$ cat config.mk
export PLATFORM = sky130hd
export DESIGN_NAME = sli_indicator
export DESIGN_NICKNAME = d
export VERILOG_FILES = /design/src/verilog/sli_blink.v /design/src/verilog/sli_indicator.v
export VERILOG_INCLUDE_DIRS = /design/src /design/src/verilog
export SDC_FILE = /design/constraint.sdc
export NUM_CORES = 1
export LEC_CHECK = 0
export CAP_MARGIN = 5
export CORE_ASPECT_RATIO = 0.9
export CORE_UTILIZATION = 48
export DETAILED_ROUTE_END_ITERATION = 8
export DONT_BUFFER_PORTS = 1
export PLACE_DENSITY_LB_ADDON = 0.12
export REMOVE_ABC_BUFFERS = 1
export SYNTH_ARGS = -nofsm -noshare
export SYNTH_HDL_FRONTEND = slang
export SYNTH_SLANG_ARGS = --single-unit
$ cat constraint.sdc
create_clock -name clk_sys_i -period 6.6 [get_ports clk_sys_i]
set_input_delay 1.32 -clock clk_sys_i [delete_from_list [all_inputs] [get_ports clk_sys_i]]
set_output_delay 1.32 -clock clk_sys_i [all_outputs]
set_load 0.01 [all_outputs]
$ cat src/verilog/sli_consts.vh
/*
 Constants of the safety lock status indicator: clock rate, times,
 derived cycle counts, register offsets, field positions, reset values.
 Assumes a 250 MHz system clock and a 40-bit wide long timer.
*/
// Operation
// - Valid actuator: green steady if outputs high
// - No valid actuator: outputs low, red
// - Lock lamp dark without lock request
// - Lock request: green flash, steady once engaged
// - Lock engage or release error: yellow
// - Invalid enable inputs: diagnostic lamp yellow
// - Self-test: all lamps alternate 2 Hz
// - Delivery state: red, dark, alternating 4 Hz
// - Teaching: green 4 Hz, diagnostic alternating 4 Hz
// - Teach success: green, yellow 4 Hz, outputs off
// - Enables invalid: green 1 Hz, yellow, off
// - All valid: outputs on, green steady
// - Supply out of range: diagnostic red 1 Hz
// - No restart in five minutes: teach failed
// - Retry locking, ten minutes then safe
`ifndef SLI_CONSTS_VH
`define SLI_CONSTS_VH

// ****************************************
// Timing
// ****************************************
`define SLI_CLK_HZ 250000000
`define SLI_FAST_HZ 4
`define SLI_HALF_CYC (`SLI_CLK_HZ / (2 * `SLI_FAST_HZ))
`define SLI_POST_MS 1000
`define SLI_POST_CYC (40'd`SLI_POST_MS * (40'd`SLI_CLK_HZ / 40'd1000))
`define SLI_TEACH_S 300
`define SLI_TEACH_CYC (40'd`SLI_TEACH_S * 40'd`SLI_CLK_HZ)
`define SLI_LOCK_S 600
`define SLI_LOCK_CYC (40'd`SLI_LOCK_S * 40'd`SLI_CLK_HZ)

// ****************************************
// Registers
// ****************************************
`define SLI_ADDR_CTRL 8'h00
`define SLI_ADDR_STATE 8'h04
`define SLI_ADDR_INPUTS 8'h08
`define SLI_CTRL_PERMIT 0
`define SLI_CTRL_RETRY 1
`define SLI_CTRL_RST 2'h3
`define SLI_STATE_FSM_LSB 0
`define SLI_STATE_LAMP_LSB 8
`define SLI_STATE_OUT_LSB 16
`define SLI_STATE_CMD 18
`define SLI_STATE_MISS 19

`endif

$ cat src/verilog/sli_blink.v
/*
 Flash phase generator: a prescaler of one half period of the fastest
 rate and a three-bit phase counter whose bits are the fastest and the slower rates.
 Assumes a synchronous active-high reset and a clock enable.
*/
`timescale 1ns/1ps

module sli_blink #(
  parameter [31:0] HALF_CYC = 32'd31250000
) (
  // Clock and reset
  input wire clk_sys_i,
  input wire rst_i,
  input wire ce_i,
  // Phases: bit0 fastest, each next bit half the rate
  output reg [2:0] phase_o
);

  // Prescaler of one half period
  reg [31:0] pre;

  // ****************************************
  // Prescaler and phase counter
  // ****************************************
  // Every bit toggles on a whole count, so duty is exactly half
  always @(posedge clk_sys_i) begin
    if (rst_i) begin
      pre <= 32'h0;
      phase_o <= 3'h0;
    end else if (ce_i) begin
      if (pre == HALF_CYC - 32'h1) begin
        pre <= 32'h0;
        phase_o <= phase_o + 3'h1;
      end else begin
        pre <= pre + 32'h1;
      end
    end
  end

endmodule

$ cat src/verilog/sli_indicator.v
/*
 Status and indication logic of a safety locking switch: device state
 machine, lamp decoding, safety output pair and the lock retry timer,
 with a small register port for control and status.
 Assumes inputs synchronous to clk_sys_i and a synchronous reset that
 stands for a supply cycle.
*/
// Strobed register access and the register addresses were decided locally.
`timescale 1ns/1ps
`include "sli_consts.vh"

module sli_indicator #(
  parameter [31:0] P_HALF_CYC = `SLI_HALF_CYC,
  parameter [39:0] P_POST_CYC = `SLI_POST_CYC,
  parameter [39:0] P_TEACH_CYC = `SLI_TEACH_CYC,
  parameter [39:0] P_LOCK_CYC = `SLI_LOCK_CYC
) (
  // Clock, reset, enable
  input wire clk_sys_i,
  input wire rst_i,
  input wire ce_i,
  // Actuator and teach-in status
  input wire act_valid_i,
  input wire act_old_i,
  input wire delivery_i,
  input wire teach_busy_i,
  input wire teach_done_i,
  input wire teach_abort_i,
  // Lock and enable inputs
  input wire lock_req_i,
  input wire lock_engaged_i,
  input wire lock_err_i,
  input wire enable1_i,
  input wire enable2_i,
  // Supply monitor
  input wire supply_bad_i,
  // Register port
  input wire [7:0] addr_i,
  input wire [31:0] wdata_i,
  input wire wr_i,
  input wire rd_i,
  output reg [31:0] rdata_o,
  // Lamps
  output reg status_red_o,
  output reg status_green_o,
  output reg lock_yellow_o,
  output reg lock_green_o,
  output reg diagnostic_lamp_red_o,
  output reg diagnostic_lamp_yellow_o,
  // Safety outputs and lock actuation
  output reg [1:0] safety_output_pair_o,
  output reg lock_cmd_o
);

  // ****************************************
  // States
  // ****************************************
  localparam [6:0] ST_POST = 7'h01;
  localparam [6:0] ST_DELIV = 7'h02;
  localparam [6:0] ST_TEACH = 7'h04;
  localparam [6:0] ST_TOK = 7'h08;
  localparam [6:0] ST_TFAIL = 7'h10;
  localparam [6:0] ST_RUN = 7'h20;
  localparam [6:0] ST_SAFE = 7'h40;
  // State, timer and control
  reg [6:0] state;
  reg [6:0] next_state;
  reg [39:0] tmr; // Cycles in the current phase
  reg [39:0] next_tmr;
  reg miss; // Teach failed by missed restart
  reg next_miss;
  reg [1:0] ctrl; // Output permit, lock retry enable
  // Flash phases
  wire [2:0] phase;
  wire f4; // 4 Hz square
  wire f2; // 2 Hz square
  wire f1; // 1 Hz square
  // Decoded conditions
  wire en_ok; // Both enable inputs valid
  wire retrying; // Lock attempt under way
  // Next lamp and output values
  reg next_st_r;
  reg next_st_g;
  reg next_lk_y;
  reg next_lk_g;
  reg next_dg_r;
  reg next_dg_y;
  reg next_out;
  reg next_cmd;

  // ****************************************
  // Flash generator
  // ****************************************
  sli_blink #(
    .HALF_CYC(P_HALF_CYC)
  ) u_blink (
    .clk_sys_i(clk_sys_i),
    .rst_i(rst_i),
    .ce_i(ce_i),
    .phase_o(phase)
  );

  assign f4 = phase[0];
  assign f2 = phase[1];
  assign f1 = phase[2];
  assign en_ok = enable1_i & enable2_i;
  // Locking is retried while an actuator is there and lock is asked
  assign retrying = (state == ST_RUN) & act_valid_i & lock_req_i &
                    ~lock_engaged_i & ctrl[`SLI_CTRL_RETRY];

  // ****************************************
  // State machine, next state
  // ****************************************
  always @* begin
    next_state = state;
    next_tmr = tmr + 40'h1;
    next_miss = miss;
    case (state)
      ST_POST: begin
        // Self-test for a fixed time, then pick the mode
        if (tmr >= P_POST_CYC - 40'h1) begin
          next_state = delivery_i ? ST_DELIV : ST_RUN;
        end
      end
      ST_DELIV: begin
        // Wait for an actuator to teach
        if (teach_busy_i) begin
          next_state = ST_TEACH;
        end else if (~delivery_i) begin
          next_state = ST_RUN;
        end
      end
      ST_TEACH: begin
        // Teach in progress
        if (teach_abort_i) begin
          next_state = ST_TFAIL;
          next_miss = 1'b0;
        end else if (teach_done_i) begin
          next_state = ST_TOK;
        end
      end
      ST_TOK: begin
        // Only a supply cycle (reset) leaves this state in time
        if (tmr >= P_TEACH_CYC - 40'h1) begin
          next_state = ST_TFAIL;
          next_miss = 1'b1;
        end
      end
      ST_RUN: begin
        // Replacement teach or lock timeout
        if (teach_busy_i) begin
          next_state = ST_TEACH;
        end else if (~retrying) begin
          next_tmr = 40'h0;
        end else if (tmr >= P_LOCK_CYC - 40'h1) begin
          next_state = ST_SAFE;
        end
      end
      ST_TFAIL, ST_SAFE: begin
        // Held until the supply is cycled
        next_state = state;
      end
      default: begin
        next_state = ST_SAFE;
      end
    endcase
    // Timer restarts on every change of state
    if (next_state != state) begin
      next_tmr = 40'h0;
    end
  end

  // ****************************************
  // Lamp and output decode
  // ****************************************
  always @* begin
    next_st_r = 1'b0;
    next_st_g = 1'b0;
    next_lk_y = 1'b0;
    next_lk_g = 1'b0;
    next_dg_r = 1'b0;
    next_dg_y = 1'b0;
    next_out = 1'b0;
    next_cmd = 1'b0;
    case (state)
      ST_POST: begin
        // All lamps alternate colours, outputs off
        next_st_r = f2;
        next_st_g = ~f2;
        next_lk_y = f2;
        next_lk_g = ~f2;
        next_dg_r = f2;
        next_dg_y = ~f2;
      end
      ST_DELIV: begin
        // Ready for teach-in, lock lamp dark
        next_st_r = 1'b1;
        next_dg_r = f4;
        next_dg_y = ~f4;
      end
      ST_TEACH: begin
        // Teach in progress
        next_st_g = f4;
        next_dg_r = f4;
        next_dg_y = ~f4;
      end
      ST_TOK: begin
        // Taught, waiting for supply cycle
        next_st_g = f4;
        next_dg_y = f4;
      end
      ST_TFAIL: begin
        // Failed teach, red/green alternating
        next_st_r = f4;
        next_st_g = ~f4;
        next_dg_r = miss ? f4 : 1'b1;
      end
      ST_RUN: begin
        // Outputs need actuator, enables, supply and permit
        next_out = act_valid_i & en_ok & ~supply_bad_i &
                   ctrl[`SLI_CTRL_PERMIT];
        if (~act_valid_i) begin
          next_st_r = 1'b1;
        end else if (next_out) begin
          next_st_g = 1'b1;
        end else begin
          next_st_g = f1;
        end
        // Lock lamp: error first, then request and engagement
        if (lock_err_i) begin
          next_lk_y = 1'b1;
        end else if (~lock_req_i) begin
          next_lk_g = 1'b0;
        end else if (lock_engaged_i) begin
          next_lk_g = 1'b1;
        end else begin
          next_lk_g = f1;
        end
        // Diagnostic lamp: supply, old actuator, enables
        if (supply_bad_i) begin
          next_dg_r = f1;
        end else if (~act_valid_i & act_old_i) begin
          next_dg_y = f1;
        end else if (~en_ok) begin
          next_dg_y = 1'b1;
        end
        next_cmd = retrying;
      end
      ST_SAFE: begin
        // Locking gave up: safe state indication
        next_st_r = f1;
        next_lk_y = 1'b1;
        next_dg_r = f1;
      end
      default: begin
        next_st_r = 1'b1;
      end
    endcase
  end

  // ****************************************
  // State, timer and output registers
  // ****************************************
  always @(posedge clk_sys_i) begin
    if (rst_i) begin
      state <= ST_POST;
      tmr <= 40'h0;
      miss <= 1'b0;
      status_red_o <= 1'b0;
      status_green_o <= 1'b0;
      lock_yellow_o <= 1'b0;
      lock_green_o <= 1'b0;
      diagnostic_lamp_red_o <= 1'b0;
      diagnostic_lamp_yellow_o <= 1'b0;
      safety_output_pair_o <= 2'h0;
      lock_cmd_o <= 1'b0;
    end else if (ce_i) begin
      state <= next_state;
      tmr <= next_tmr;
      miss <= next_miss;
      status_red_o <= next_st_r;
      status_green_o <= next_st_g;
      lock_yellow_o <= next_lk_y;
      lock_green_o <= next_lk_g;
      diagnostic_lamp_red_o <= next_dg_r;
      diagnostic_lamp_yellow_o <= next_dg_y;
      // Both channels switch together
      safety_output_pair_o <= {2{next_out}};
      lock_cmd_o <= next_cmd;
    end
  end

  // ****************************************
  // Register port
  // ****************************************
  // Control register write
  always @(posedge clk_sys_i) begin
    if (rst_i) begin
      ctrl <= `SLI_CTRL_RST;
    end else if (ce_i && wr_i && addr_i == `SLI_ADDR_CTRL) begin
      ctrl <= wdata_i[1:0];
    end
  end

  // Read data stand one cycle after the strobe, zero otherwise
  always @(posedge clk_sys_i) begin
    if (rst_i) begin
      rdata_o <= 32'h0;
    end else if (ce_i) begin
      rdata_o <= 32'h0;
      if (rd_i) begin
        case (addr_i)
          `SLI_ADDR_CTRL: begin
            rdata_o <= {30'h0, ctrl};
          end
          `SLI_ADDR_STATE: begin
            rdata_o[`SLI_STATE_FSM_LSB +: 7] <= state;
            rdata_o[`SLI_STATE_LAMP_LSB +: 6] <= {
              diagnostic_lamp_yellow_o, diagnostic_lamp_red_o,
              lock_yellow_o, lock_green_o,
              status_red_o, status_green_o};
            rdata_o[`SLI_STATE_OUT_LSB +: 2] <= safety_output_pair_o;
            rdata_o[`SLI_STATE_CMD] <= lock_cmd_o;
            rdata_o[`SLI_STATE_MISS] <= miss;
          end
          `SLI_ADDR_INPUTS: begin
            rdata_o <= {20'h0, supply_bad_i, enable2_i, enable1_i,
                        lock_err_i, lock_engaged_i, lock_req_i,
                        teach_abort_i, teach_done_i, teach_busy_i,
                        delivery_i, act_old_i, act_valid_i};
          end
          default: begin
            rdata_o <= 32'h0; // Unmapped reads zero
          end
        endcase
      end
    end
  end

endmodule

==> results.md, run 1 <==
* Run status: complete, no violations
* Clock Latency Late Sink at 0.35 ns
* Post-synth ARST share at 0%
* Site Rows at 37
* Initial antenna violation count at 0
* RSZ-0062 raised after global routing: no
* Count of pins over their slew limit at 0
* Synth cell types at 59
* Worst vdd ir at 0.143 mV
* Cells after Synth at 715
* Crit Path Max Fanout at 36
* Final setup vio count at 0
* Startpoint types: register
* Root Buffer: clkbuf_16
* Vias at 4,841
* Hold Crit Class: reg -> reg
* Final hold violations at 0
* DR WL/cell at 15.0 um
* Worst Reg-to-Reg Cells at 8
* Period utilisation layout at 46.5%
* Critical R2R Capture: tmr[8]
* Synthesis-to-layout area growth at 4.53%
* Hold path depth at 2
* Hold Buf Count CTS at 0
* Total GRT Usage at 21.1%
* Final core occ at 52.1%
* Reg2Reg Launch Point: tmr[9]
* TritonRoute pass-1 iters at 5
* Die width at 117 um
* CTS buffer count at 9
* Routability congestion estimate from global placement at 0.877
* EDFF count, synth at 0
* Routed Antenna Nets at 0
* Top_reg_cell synth: dfxtp_1
* Critical path class: reg -> reg
* 1st-iter DRT viols at 311
* Peak Freq at 326 MHz
* Slew @ Worst Pin at 1.08 ns
* Arr. time, crit path at 3.29 ns
* Post-synth top area cell: dfxtp_1
* Largest net degree at the start of global routing at 43
* Post-CTS sizing at 0
* Number of fill cells at 1,104
* Initial Util at 49.9%
* Hold EP: tmr[1]
* Setup_tns at 0 ns
* Vias in the first global route at 4,554
* CTS tree: built
* Synth area leaders: dfxtp_1, nor2_1, xor2_1
* Post-synthesis cell area at 5750 sq um
* Syn Area/Cell at 8.04 sq um
* Final Skew at 0.00893 ns
* Pwr Density at 214 nW/um^2
* Nets at 746
* DR DRC count at 0
* Number of port buffers at 0
* Congestion Overflow GR at 0
* Vias per inst at 5.73
* Hold WS at 0.485 ns
* Count leader, synth: nor2_1
* Die Area at 12,400 sq um
* Worst Setup End Kind: register
* Share of the yosys chip area belonging to registers at 38.3%
* Antenna diodes at 0
* Total number of yosys warnings at 0
* Worst-path clk slew at 0.07 ns
* Tmin final at 3.07 ns
* Post-synth top area share at 38.3%
* Final WL at 12.6 mm
* Final Cell Area at 6010 sq um
* Cell area after placement at 5720 sq um
* Critical Path RT at 6.82 ns
* Max-Cap Viols at 0
* Clock H-tree levels at 3
* Clk buf depth at 2
* Die Y at 106 um
* Setup repair bufs after CTS at 0
* Worst Hold Launch: tmr[1]
* Leak at 2.10 nW
* Clk sinks at 110
* Hpwl dp at 8.88 mm
* R2R Setup Slk at 3.53 ns
* I/O pins at 98
* Layout cell share with drive strength beyond 1 at 2.90%
* Synth cell count leaders: nor2_1, dfxtp_1, nand2_1
* Core ar. at 11,500 sq um
* First-pass GRT wire length at 21.5 mm
* Rel. slew slack at 27.3%
* #FFs+latches synth at 110
-- layout make-up --
cell class              instances  area (sq um)  area share (%)
multi-input cells             548          3250            54.1
flip-flops and latches        110          2200            36.7
clock buffers                  13           260            4.33
well taps                     156           195            3.25
inverters                      15          56.3           0.937
clock inverters                 1          30.0           0.500
repair buffers                  2          15.0           0.250
-- through the flow --
step | cells | total power, mW | setup slack (ns)
final | 845 | 1.28 | 3.53
after global routing | 845 | 1.33 | 3.38
after CTS | 845 | 1.30 | 3.52
after detailed placement | 831 | 0.758 | 3.36
after global placement | 831 | 0.756 | 3.35
after floorplan | 673 | 0.741 | 3.13
-- how the worst max path moves through the flow --
| stage | start | end | slack (ns) | cells after the start |
|---|---|---|---|---|
| floorplan | delivery_i | tmr[11] | 3.13 | 5 |
| global placement | ce_i | u_blink.pre[29] | 3.35 | 8 |
| detailed placement | ce_i | u_blink.pre[26] | 3.36 | 7 |
| CTS | tmr[9] | tmr[8] | 3.52 | 8 |
| global route | tmr[14] | tmr[29] | 3.38 | 8 |
| finish | tmr[9] | tmr[8] | 3.53 | 8 |
-- cell usage in the layout, fill, tap and decap left out, types with 4 or more instances in the layout --
cell	netlist	routed
a211oi_1	7	7
a21oi_1	16	16
a222oi_1	4	4
a22o_1	5	5
a22oi_1	14	14
a311oi_1	6	6
a31oi_1	6	6
and2_1	8	8
and3_1	25	25
and4_1	4	4
clkbuf_16	0	9
conb_1	1	14
dfxtp_1	110	110
inv_1	14	14
mux2i_1	6	6
nand2_1	59	59
nand3_1	41	41
nand4_1	24	24
nand4b_1	4	4
nor2_1	127	127
nor2b_1	7	7
nor3_1	15	15
nor4_1	13	13
nor4b_1	5	5
o211ai_1	4	4
o21ai_0	12	12
o311ai_0	5	5
or3_1	5	5
or4_1	4	4
xnor2_1	21	21
xor2_1	46	46
-- state kept, by name, indices dropped and copies added (netlist names), 2 cells and up --
register,flops
tmr,40
u_blink.pre,32
rdata_o,17
state,7
u_blink.phase_o,3
ctrl,2
-- routing by layer --
layer  wire, um  global-route usage [%]  vias to the layer above
li1           -                       -                     2442
met1       6180                    27.6                     2268
met2       5630                    34.1                      122
met3        734                    6.11                        9
met4         99                    5.01                        0
met5          0                       0                        -
-- logic make-up (layout without fill, tap and decap cells) --
kind of cell | Yosys count | after routing | synth area share [%]
other | 1 | 14 | 0.0652
XOR/XNOR | 67 | 67 | 10.2
AO/OA/AOI/OAI | 103 | 103 | 13.3
adder cells (fa/ha/maj) | 3 | 3 | 0.653
multiplexers | 6 | 6 | 1.04
AND/OR/NAND/NOR | 355 | 355 | 30.4
flip-flops | 110 | 110 | 38.3
buffers and inverters | 70 | 31 | 6.01
-- power breakdown --
group          switching (mW)  internal, mW
registers              0.0118         0.671
clock network           0.230         0.311
logic                  0.0395        0.0211
total                   0.281          1.00
-- worst max-delay path, cell delays in order (launching register included) --
cell     delay (ns)
dfxtp_1        0.43
or3b_1         0.37
or4_1          0.40
or4_1          0.47
o211a_2        0.19
a21o_1         0.28
o41ai_4        0.29
buf_4          0.38
nor2_1         0.11
Power figures use the tool's default switching activity.
==> inputs of run 2 (changes only) <==
- clock period: 6.6 -> 2.9 ns (I/O delays scaled with it)
==> run 2 against run 1 <==
Effect of this change: setup slack got worse by 3.5 ns; die area did not move; final area rose by 4.2%; highest routed layer unchanged; largest power group unchanged.
==> results.md, run 2 (synthesis gave the netlist of run 1 again) <==
* Hold Crit Class: in -> reg
* Setup_tns at 0 ns (unchanged)
* Final Cell Area at 6260 sq um (+4.2%)
* Synthesis-to-layout area growth at 8.97%
* Startpoint types: register
* Peak Freq at 351 MHz (+7.7%)
* Cell Chain, Critical Path: or3b_1, or4_1, or4_4, o211a_4, a21o_1, o41ai_4, buf_4, clkbuf_16, nor2_1
* Worst Path Buf+Inv at 2 (+1)
* Arr. time, crit path at 3.10 ns (-0.19 ns)
* First-pass GRT wire length at 22.1 mm (+3.1%)
* Cell area after placement at 5880 sq um (+2.8%)
* Die Area at 12,400 sq um (unchanged)
* Largest regs: tmr (40), u_blink.pre (32), rdata_o (17)
* Nets at 768 (+2.9%)
* Total GRT Usage at 21.8% (+0.72 points)
* Hold WS at 0.283 ns (-0.201 ns)
* Number of port buffers at 0 (unchanged)
* Slowest stage cell, crit path: or4_4
* Commonest non-fill, non-tap cell in the layout: nor2_1
* Rel. slew slack at 51.3% (+24 points)
* Clock H-tree levels at 3 (unchanged)
* Final setup vio count at 0 (unchanged)
* Worst-path clk slew at 0.07 ns (about the same)
* I/O pins at 98 (unchanged)
* Tmin final at 2.85 ns (-0.220 ns)
* Crit path largest cell delay at 0.50 ns (+0.03 ns)
* Die width at 117 um (unchanged)
* Routed Antenna Nets at 0 (unchanged)
* Final Skew at 0.00953 ns (+0.000607 ns)
* TritonRoute pass-1 iters at 5 (unchanged)
* DR WL/cell at 15.3 um (+2.4%)
* Period utilisation layout at 98.2% (+52 points)
* Worst vdd ir at 0.286 mV (+100%)
* Clk buf depth at 2 (unchanged)
* Critical path class: reg -> reg
* Most frequent cells in the layout: nor2_1, dfxtp_1, nand2_1, xor2_1, nand3_1
* Largest register by flop count: tmr
* R2R Setup Slk at 0.05 ns (-3.48 ns)
* Worst Setup End Kind: register
* DR DRC count at 0 (unchanged)
* Clk sinks at 110 (unchanged)
* Final WL at 13.3 mm (+5.3%)
* Layout cell share with drive strength beyond 1 at 7.01% (+4.1 points)
* CTS tree: built
* Vias at 5,019 (+3.7%)
* Initial antenna violation count at 0 (unchanged)
* Max reg flops at 40 (unchanged)
* Root Buffer: clkbuf_16
* Congestion Overflow GR at 0 (unchanged)
* Vias per inst at 5.78 (+0.81%)
* Vias in the first global route at 4,568 (+0.31%)
* Delay-heaviest family, CP: simple AND/OR/NAND/NOR gates
* Count of pins over their slew limit at 0 (unchanged)
* Die Y at 106 um (unchanged)
* CTS buffer count at 9 (unchanged)
* Hpwl dp at 9.22 mm (+3.9%)
* Core ar. at 11,500 sq um (unchanged)
* Largest net degree at the start of global routing at 43 (unchanged)
* Number of fill cells at 1,102 (-0.18%)
* Fin cells at 869 (+2.8%)
* Pwr Density at 486 nW/um^2 (+130%)
* Crit Path Max Fanout at 18 (-50%)
* Leak at 2.24 nW (+6.5%)
* Antenna diodes at 0 (unchanged)
* Routability congestion estimate from global placement at 0.918 (+4.6%)
* Run status: complete, no violations
* Final hold violations at 0 (unchanged)
* 1st-iter DRT viols at 324 (+4.2%)
* RSZ-0062 raised after global routing: yes
* Site Rows at 37 (unchanged)
* Slew @ Worst Pin at 0.722 ns (-0.358 ns)
* Critical Path RT at 3.15 ns (-3.67 ns)
* Max-Cap Viols at 0 (unchanged)
* Hold Buf Count CTS at 0 (unchanged)
* Tot Pwr at 3.04 mW (+140%)
* DP Cell Count at 851 (+2.4%)
* Clock Latency Late Sink at 0.36 ns (about the same)
* Initial Util at 49.9% (unchanged)
-- run 2: area by class of cell --
type	instances	area, sq um	share of cell area (%)
Multi-Input combinational cell	548	3280	52.3
Sequential cell	110	2200	35.2
Clock buffer	9	225	3.60
Timing Repair Buffer	24	210	3.36
Tap cell	156	195	3.12
Clock inverter	7	96.3	1.54
Inverter	15	56.3	0.899
-- run 2: per-stage QoR --
| stage | worst slack (ns) | util (%) |
|---|---|---|
| floorplan | -0.362 | - |
| global placement | 0.152 | 51.0 |
| detailed placement | 0.0851 | 51.0 |
| CTS | 0.0562 | 53.8 |
| global route | -0.0388 | 54.3 |
| finish | 0.0523 | 54.3 |
-- run 2: worst paths after layout --
path                              start          end  depth (start not counted)
worst min-delay path              rst_i  rdata_o[18]                          1
worst min register to register   tmr[1]       tmr[1]                          2
worst max-delay path            tmr[14]      tmr[28]                          9
worst max register to register  tmr[14]      tmr[28]                          9
-- run 2: repair_timing --
action,CTS,global route
buffers inserted,0,1
gates resized for setup,0,5
setup endpoints to repair,0,40
-- run 2: report_power, final --
part	switching (mW)	internal (mW)	leakage (nW)
clock	0.574	0.758	0.148
combinational	0.0962	0.0636	1.21
sequential	0.0268	1.53	0.889
-- run 2: worst reg2reg max path, delay by kind of cell (launching register included) --
family / cells / cell delay, ns
buf+inv: 2 / 0.38
compound gates: 3 / 0.73
simple gates: 4 / 1.32
flops: 1 / 0.33
-- run 2: per-layer routing --
layer  vias up  part of all wire (%)  GRT usage, %  wire length (um)
met4         0                   1.3          7.05               171
met5         -                     0             0                 0
li1       2501                     -             -                 -
met3        14                   4.9          4.92               659
met2       125                    44          34.5              5880
met1      2379                    50          29.3              6610
==> inputs of run 3 (changes only) <==
--- a/config.mk
+++ b/config.mk
@@ -13,2 +13,3 @@
 export DONT_BUFFER_PORTS = 1
+export GPL_TIMING_DRIVEN = 0
 export PLACE_DENSITY_LB_ADDON = 0.12
==> constraint.sdc (replaced) <==
create_clock -name clk_sys_i -period 2.9 [get_ports clk_sys_i]
set_input_delay 0.145 -clock clk_sys_i [delete_from_list [all_inputs] [get_ports clk_sys_i]]
set_output_delay 0.145 -clock clk_sys_i [all_outputs]
set_load 0.01 [all_outputs]
==> run 3 against run 2 <==
Effect of this change: core utilization grew 0.11 points; highest routed layer unchanged; global-route usage is essentially flat; first-iteration DRC count shrank 13%; largest power group unchanged; critical path depth is the same; clock skew is essentially flat; via count shrank 1.3%; non-clock buffer count shrank 4; fmax grew 3.1%; setup slack gained 0.086 ns; critical endpoint is now tmr[16]; sequential power is essentially flat; cell count shrank 0.58%.
==> results.md, run 3 (synthesis gave the netlist of run 1 again) <==
* Run status: complete, no violations
* Vias per inst at 5.74 (-0.68%)
* Slowest stage cell, crit path: or4_1
* Delay-heaviest family, CP: simple AND/OR/NAND/NOR gates
* Fin cells at 864 (-0.58%)
* Die Y at 106 um (unchanged)
* Initial antenna violation count at 0 (unchanged)
* Routability congestion estimate from global placement at 0.869 (-5.3%)
* Final setup vio count at 0 (unchanged)
* R2R Setup Slk at 0.14 ns (+0.09 ns)
* Final hold violations at 0 (unchanged)
* Final WL at 13.3 mm (-0.32%)
* Vias in the first global route at 4,597 (+0.63%)
* Routed Antenna Nets at 0 (unchanged)
* Critical Path RT at 3.14 ns (about the same)
* Cell count along the critical path at 9 (unchanged)
* Cell Chain, Critical Path: nor4bb_1, nand4_1, or4_1, a31oi_2, nor4_4, o41ai_4, buf_6, buf_12, nor2_1
* Nets at 764 (-0.52%)
* Vias at 4,956 (-1.3%)
* Rel. slew slack at 38.7% (-13 points)
* Total GRT Usage at 21.9% (+0.038 points)
* Clk sinks at 110 (unchanged)
* Site Rows at 37 (unchanged)
* Tot Pwr at 2.95 mW (-3.1%)
* Final Cell Area at 6280 sq um (+0.20%)
* Reg2Reg Launch Point: tmr[37]
* Number of port buffers at 0 (unchanged)
* 1st-iter DRT viols at 283 (-13%)
* Pwr Density at 470 nW/um^2 (-3.3%)
* Hold Crit Class: in -> reg
* First-pass GRT wire length at 22.1 mm (about the same)
* Max-Cap Viols at 0 (unchanged)
* Worst vdd ir at 0.265 mV (-7.4%)
* Worst Setup End Kind: register
* Core ar. at 11,500 sq um (unchanged)
* Startpoint types: register
* Clock Latency Late Sink at 0.36 ns (about the same)
* Critical path class: reg -> reg
* Initial Util at 49.9% (unchanged)
* CTS tree: built
* Setup crit end: tmr[16]
* Tmin final at 2.76 ns (-0.0858 ns)
* Slew @ Worst Pin at 0.914 ns (+0.192 ns)
* Leak at 2.20 nW (-1.8%)
* I/O pins at 98 (unchanged)
* Critical R2R Capture: tmr[16]
* Most frequent cells in the layout: nor2_1, dfxtp_1, nand2_1, xor2_1, nand3_1
* Die Area at 12,400 sq um (unchanged)
* Slack of the critical path at 0.138 ns (+0.0858 ns)
* Clock H-tree levels at 3 (unchanged)
* Largest regs: tmr (40), u_blink.pre (32), rdata_o (17)
* Final Skew at 0.00956 ns (+0.0000318 ns)
* Crit. Startpoint: tmr[37]
* Max reg flops at 40 (unchanged)
* Arr. time, crit path at 3.00 ns (-0.10 ns)
* DR DRC count at 0 (unchanged)
* TritonRoute pass-1 iters at 5 (unchanged)
* Hpwl dp at 9.14 mm (-0.85%)
* DR WL/cell at 15.4 um (+0.26%)
* Worst Path Buf+Inv at 2 (unchanged)
* Worst-path clk slew at 0.07 ns (about the same)
* Synthesis-to-layout area growth at 9.19%
* Antenna diodes at 0 (unchanged)
* Clk buf depth at 2 (unchanged)
* Commonest non-fill, non-tap cell in the layout: nor2_1
* Peak Freq at 362 MHz (+3.1%)
* Root Buffer: clkbuf_16
* RSZ-0062 raised after global routing: no
* Crit Path Max Fanout at 17 (-1)
* Crit path largest cell delay at 0.58 ns (+0.08 ns)
* CTS buffer count at 9 (unchanged)
* Layout cell share with drive strength beyond 1 at 5.37% (-1.6 points)
* Count of pins over their slew limit at 0 (unchanged)
* Largest net degree at the start of global routing at 40 (-7.0%)
* Die width at 117 um (unchanged)
* Congestion Overflow GR at 0 (unchanged)
* Worst Reg-to-Reg Cells at 9 (unchanged)
* Largest register by flop count: tmr
* Cell area after placement at 5730 sq um (-2.6%)
* DP Cell Count at 831 (-2.4%)
* Period utilisation layout at 95.2% (-3.0 points)
* Post-place setup slack at -0.398 ns (-0.483 ns)
-- run 3: cell types whose count changed in the layout (fill, tap and decap cells not counted), moves of 2 or more --
cell,change
buf_4,-20
dlygate4sd3_1,+14
dfxtp_1,-5
dfxtp_2,+4
buf_12,+2
clkbuf_1,+2
clkinvlp_4,-2
o311ai_0,-2
o311ai_1,+2
-- run 3: per-layer routing --
metal	GRT usage, %	up-vias	part of all wire, %
met5	0	-	0
met4	7.14	0	1.1
met3	5.57	13	5.4
met2	34.8	120	46
met1	28.8	2333	48
li1	-	2490	-
-- run 3: timing repair --
item	CTS	global route
gates resized for setup	9	10
hold endpoints to repair	44	0
pin swaps	1	1
buffers inserted	3	0
hold buffers	15	0
setup endpoints to repair	36	65
-- run 3: per-stage QoR --
stage          hold slack [ns]  setup TNS [ns]  utilization, %
2_1_floorplan            0.214          -13.04               -
3_3_place_gp             0.221          -43.13            49.5
3_5_place_dp             0.224          -16.62            49.7
4_1_cts                0.00650         -0.0191            54.2
5_1_grt                 0.0257               0            54.4
6_report                0.0162               0            54.4
-- run 3: worst min-delay path by stage --
stage / cells after the start / start / to
after global placement: 1 / rst_i / tmr[0]
after floorplan: 1 / rst_i / safety_output_pair_o[0]
after global routing: 3 / ce_i / tmr[6]
after detailed placement: 1 / rst_i / rdata_o[12]
final: 3 / teach_abort_i / state[3]
after CTS: 3 / teach_abort_i / state[3]
-- run 3: tightest hold or removal path: stages --
cell     delay, ns
o41ai_1       0.06
nor2_1        0.09
nor2_1        0.04
-- run 3: power by group --
part | switching (mW) | total [mW] | internal (mW)
sequential | 0.0266 | 1.55 | 1.52
clock | 0.546 | 1.21 | 0.665
combinational | 0.110 | 0.188 | 0.0780
-- run 3: cell type report --
cell class	instances	area, sq um
Fill cell	1102	5250
Inverter	15	60.1
Clock buffer	11	233
Clock inverter	4	48.8
Multi-Input combinational cell	548	3300
Sequential cell	110	2210
Tap cell	156	195
Timing Repair Buffer	20	226
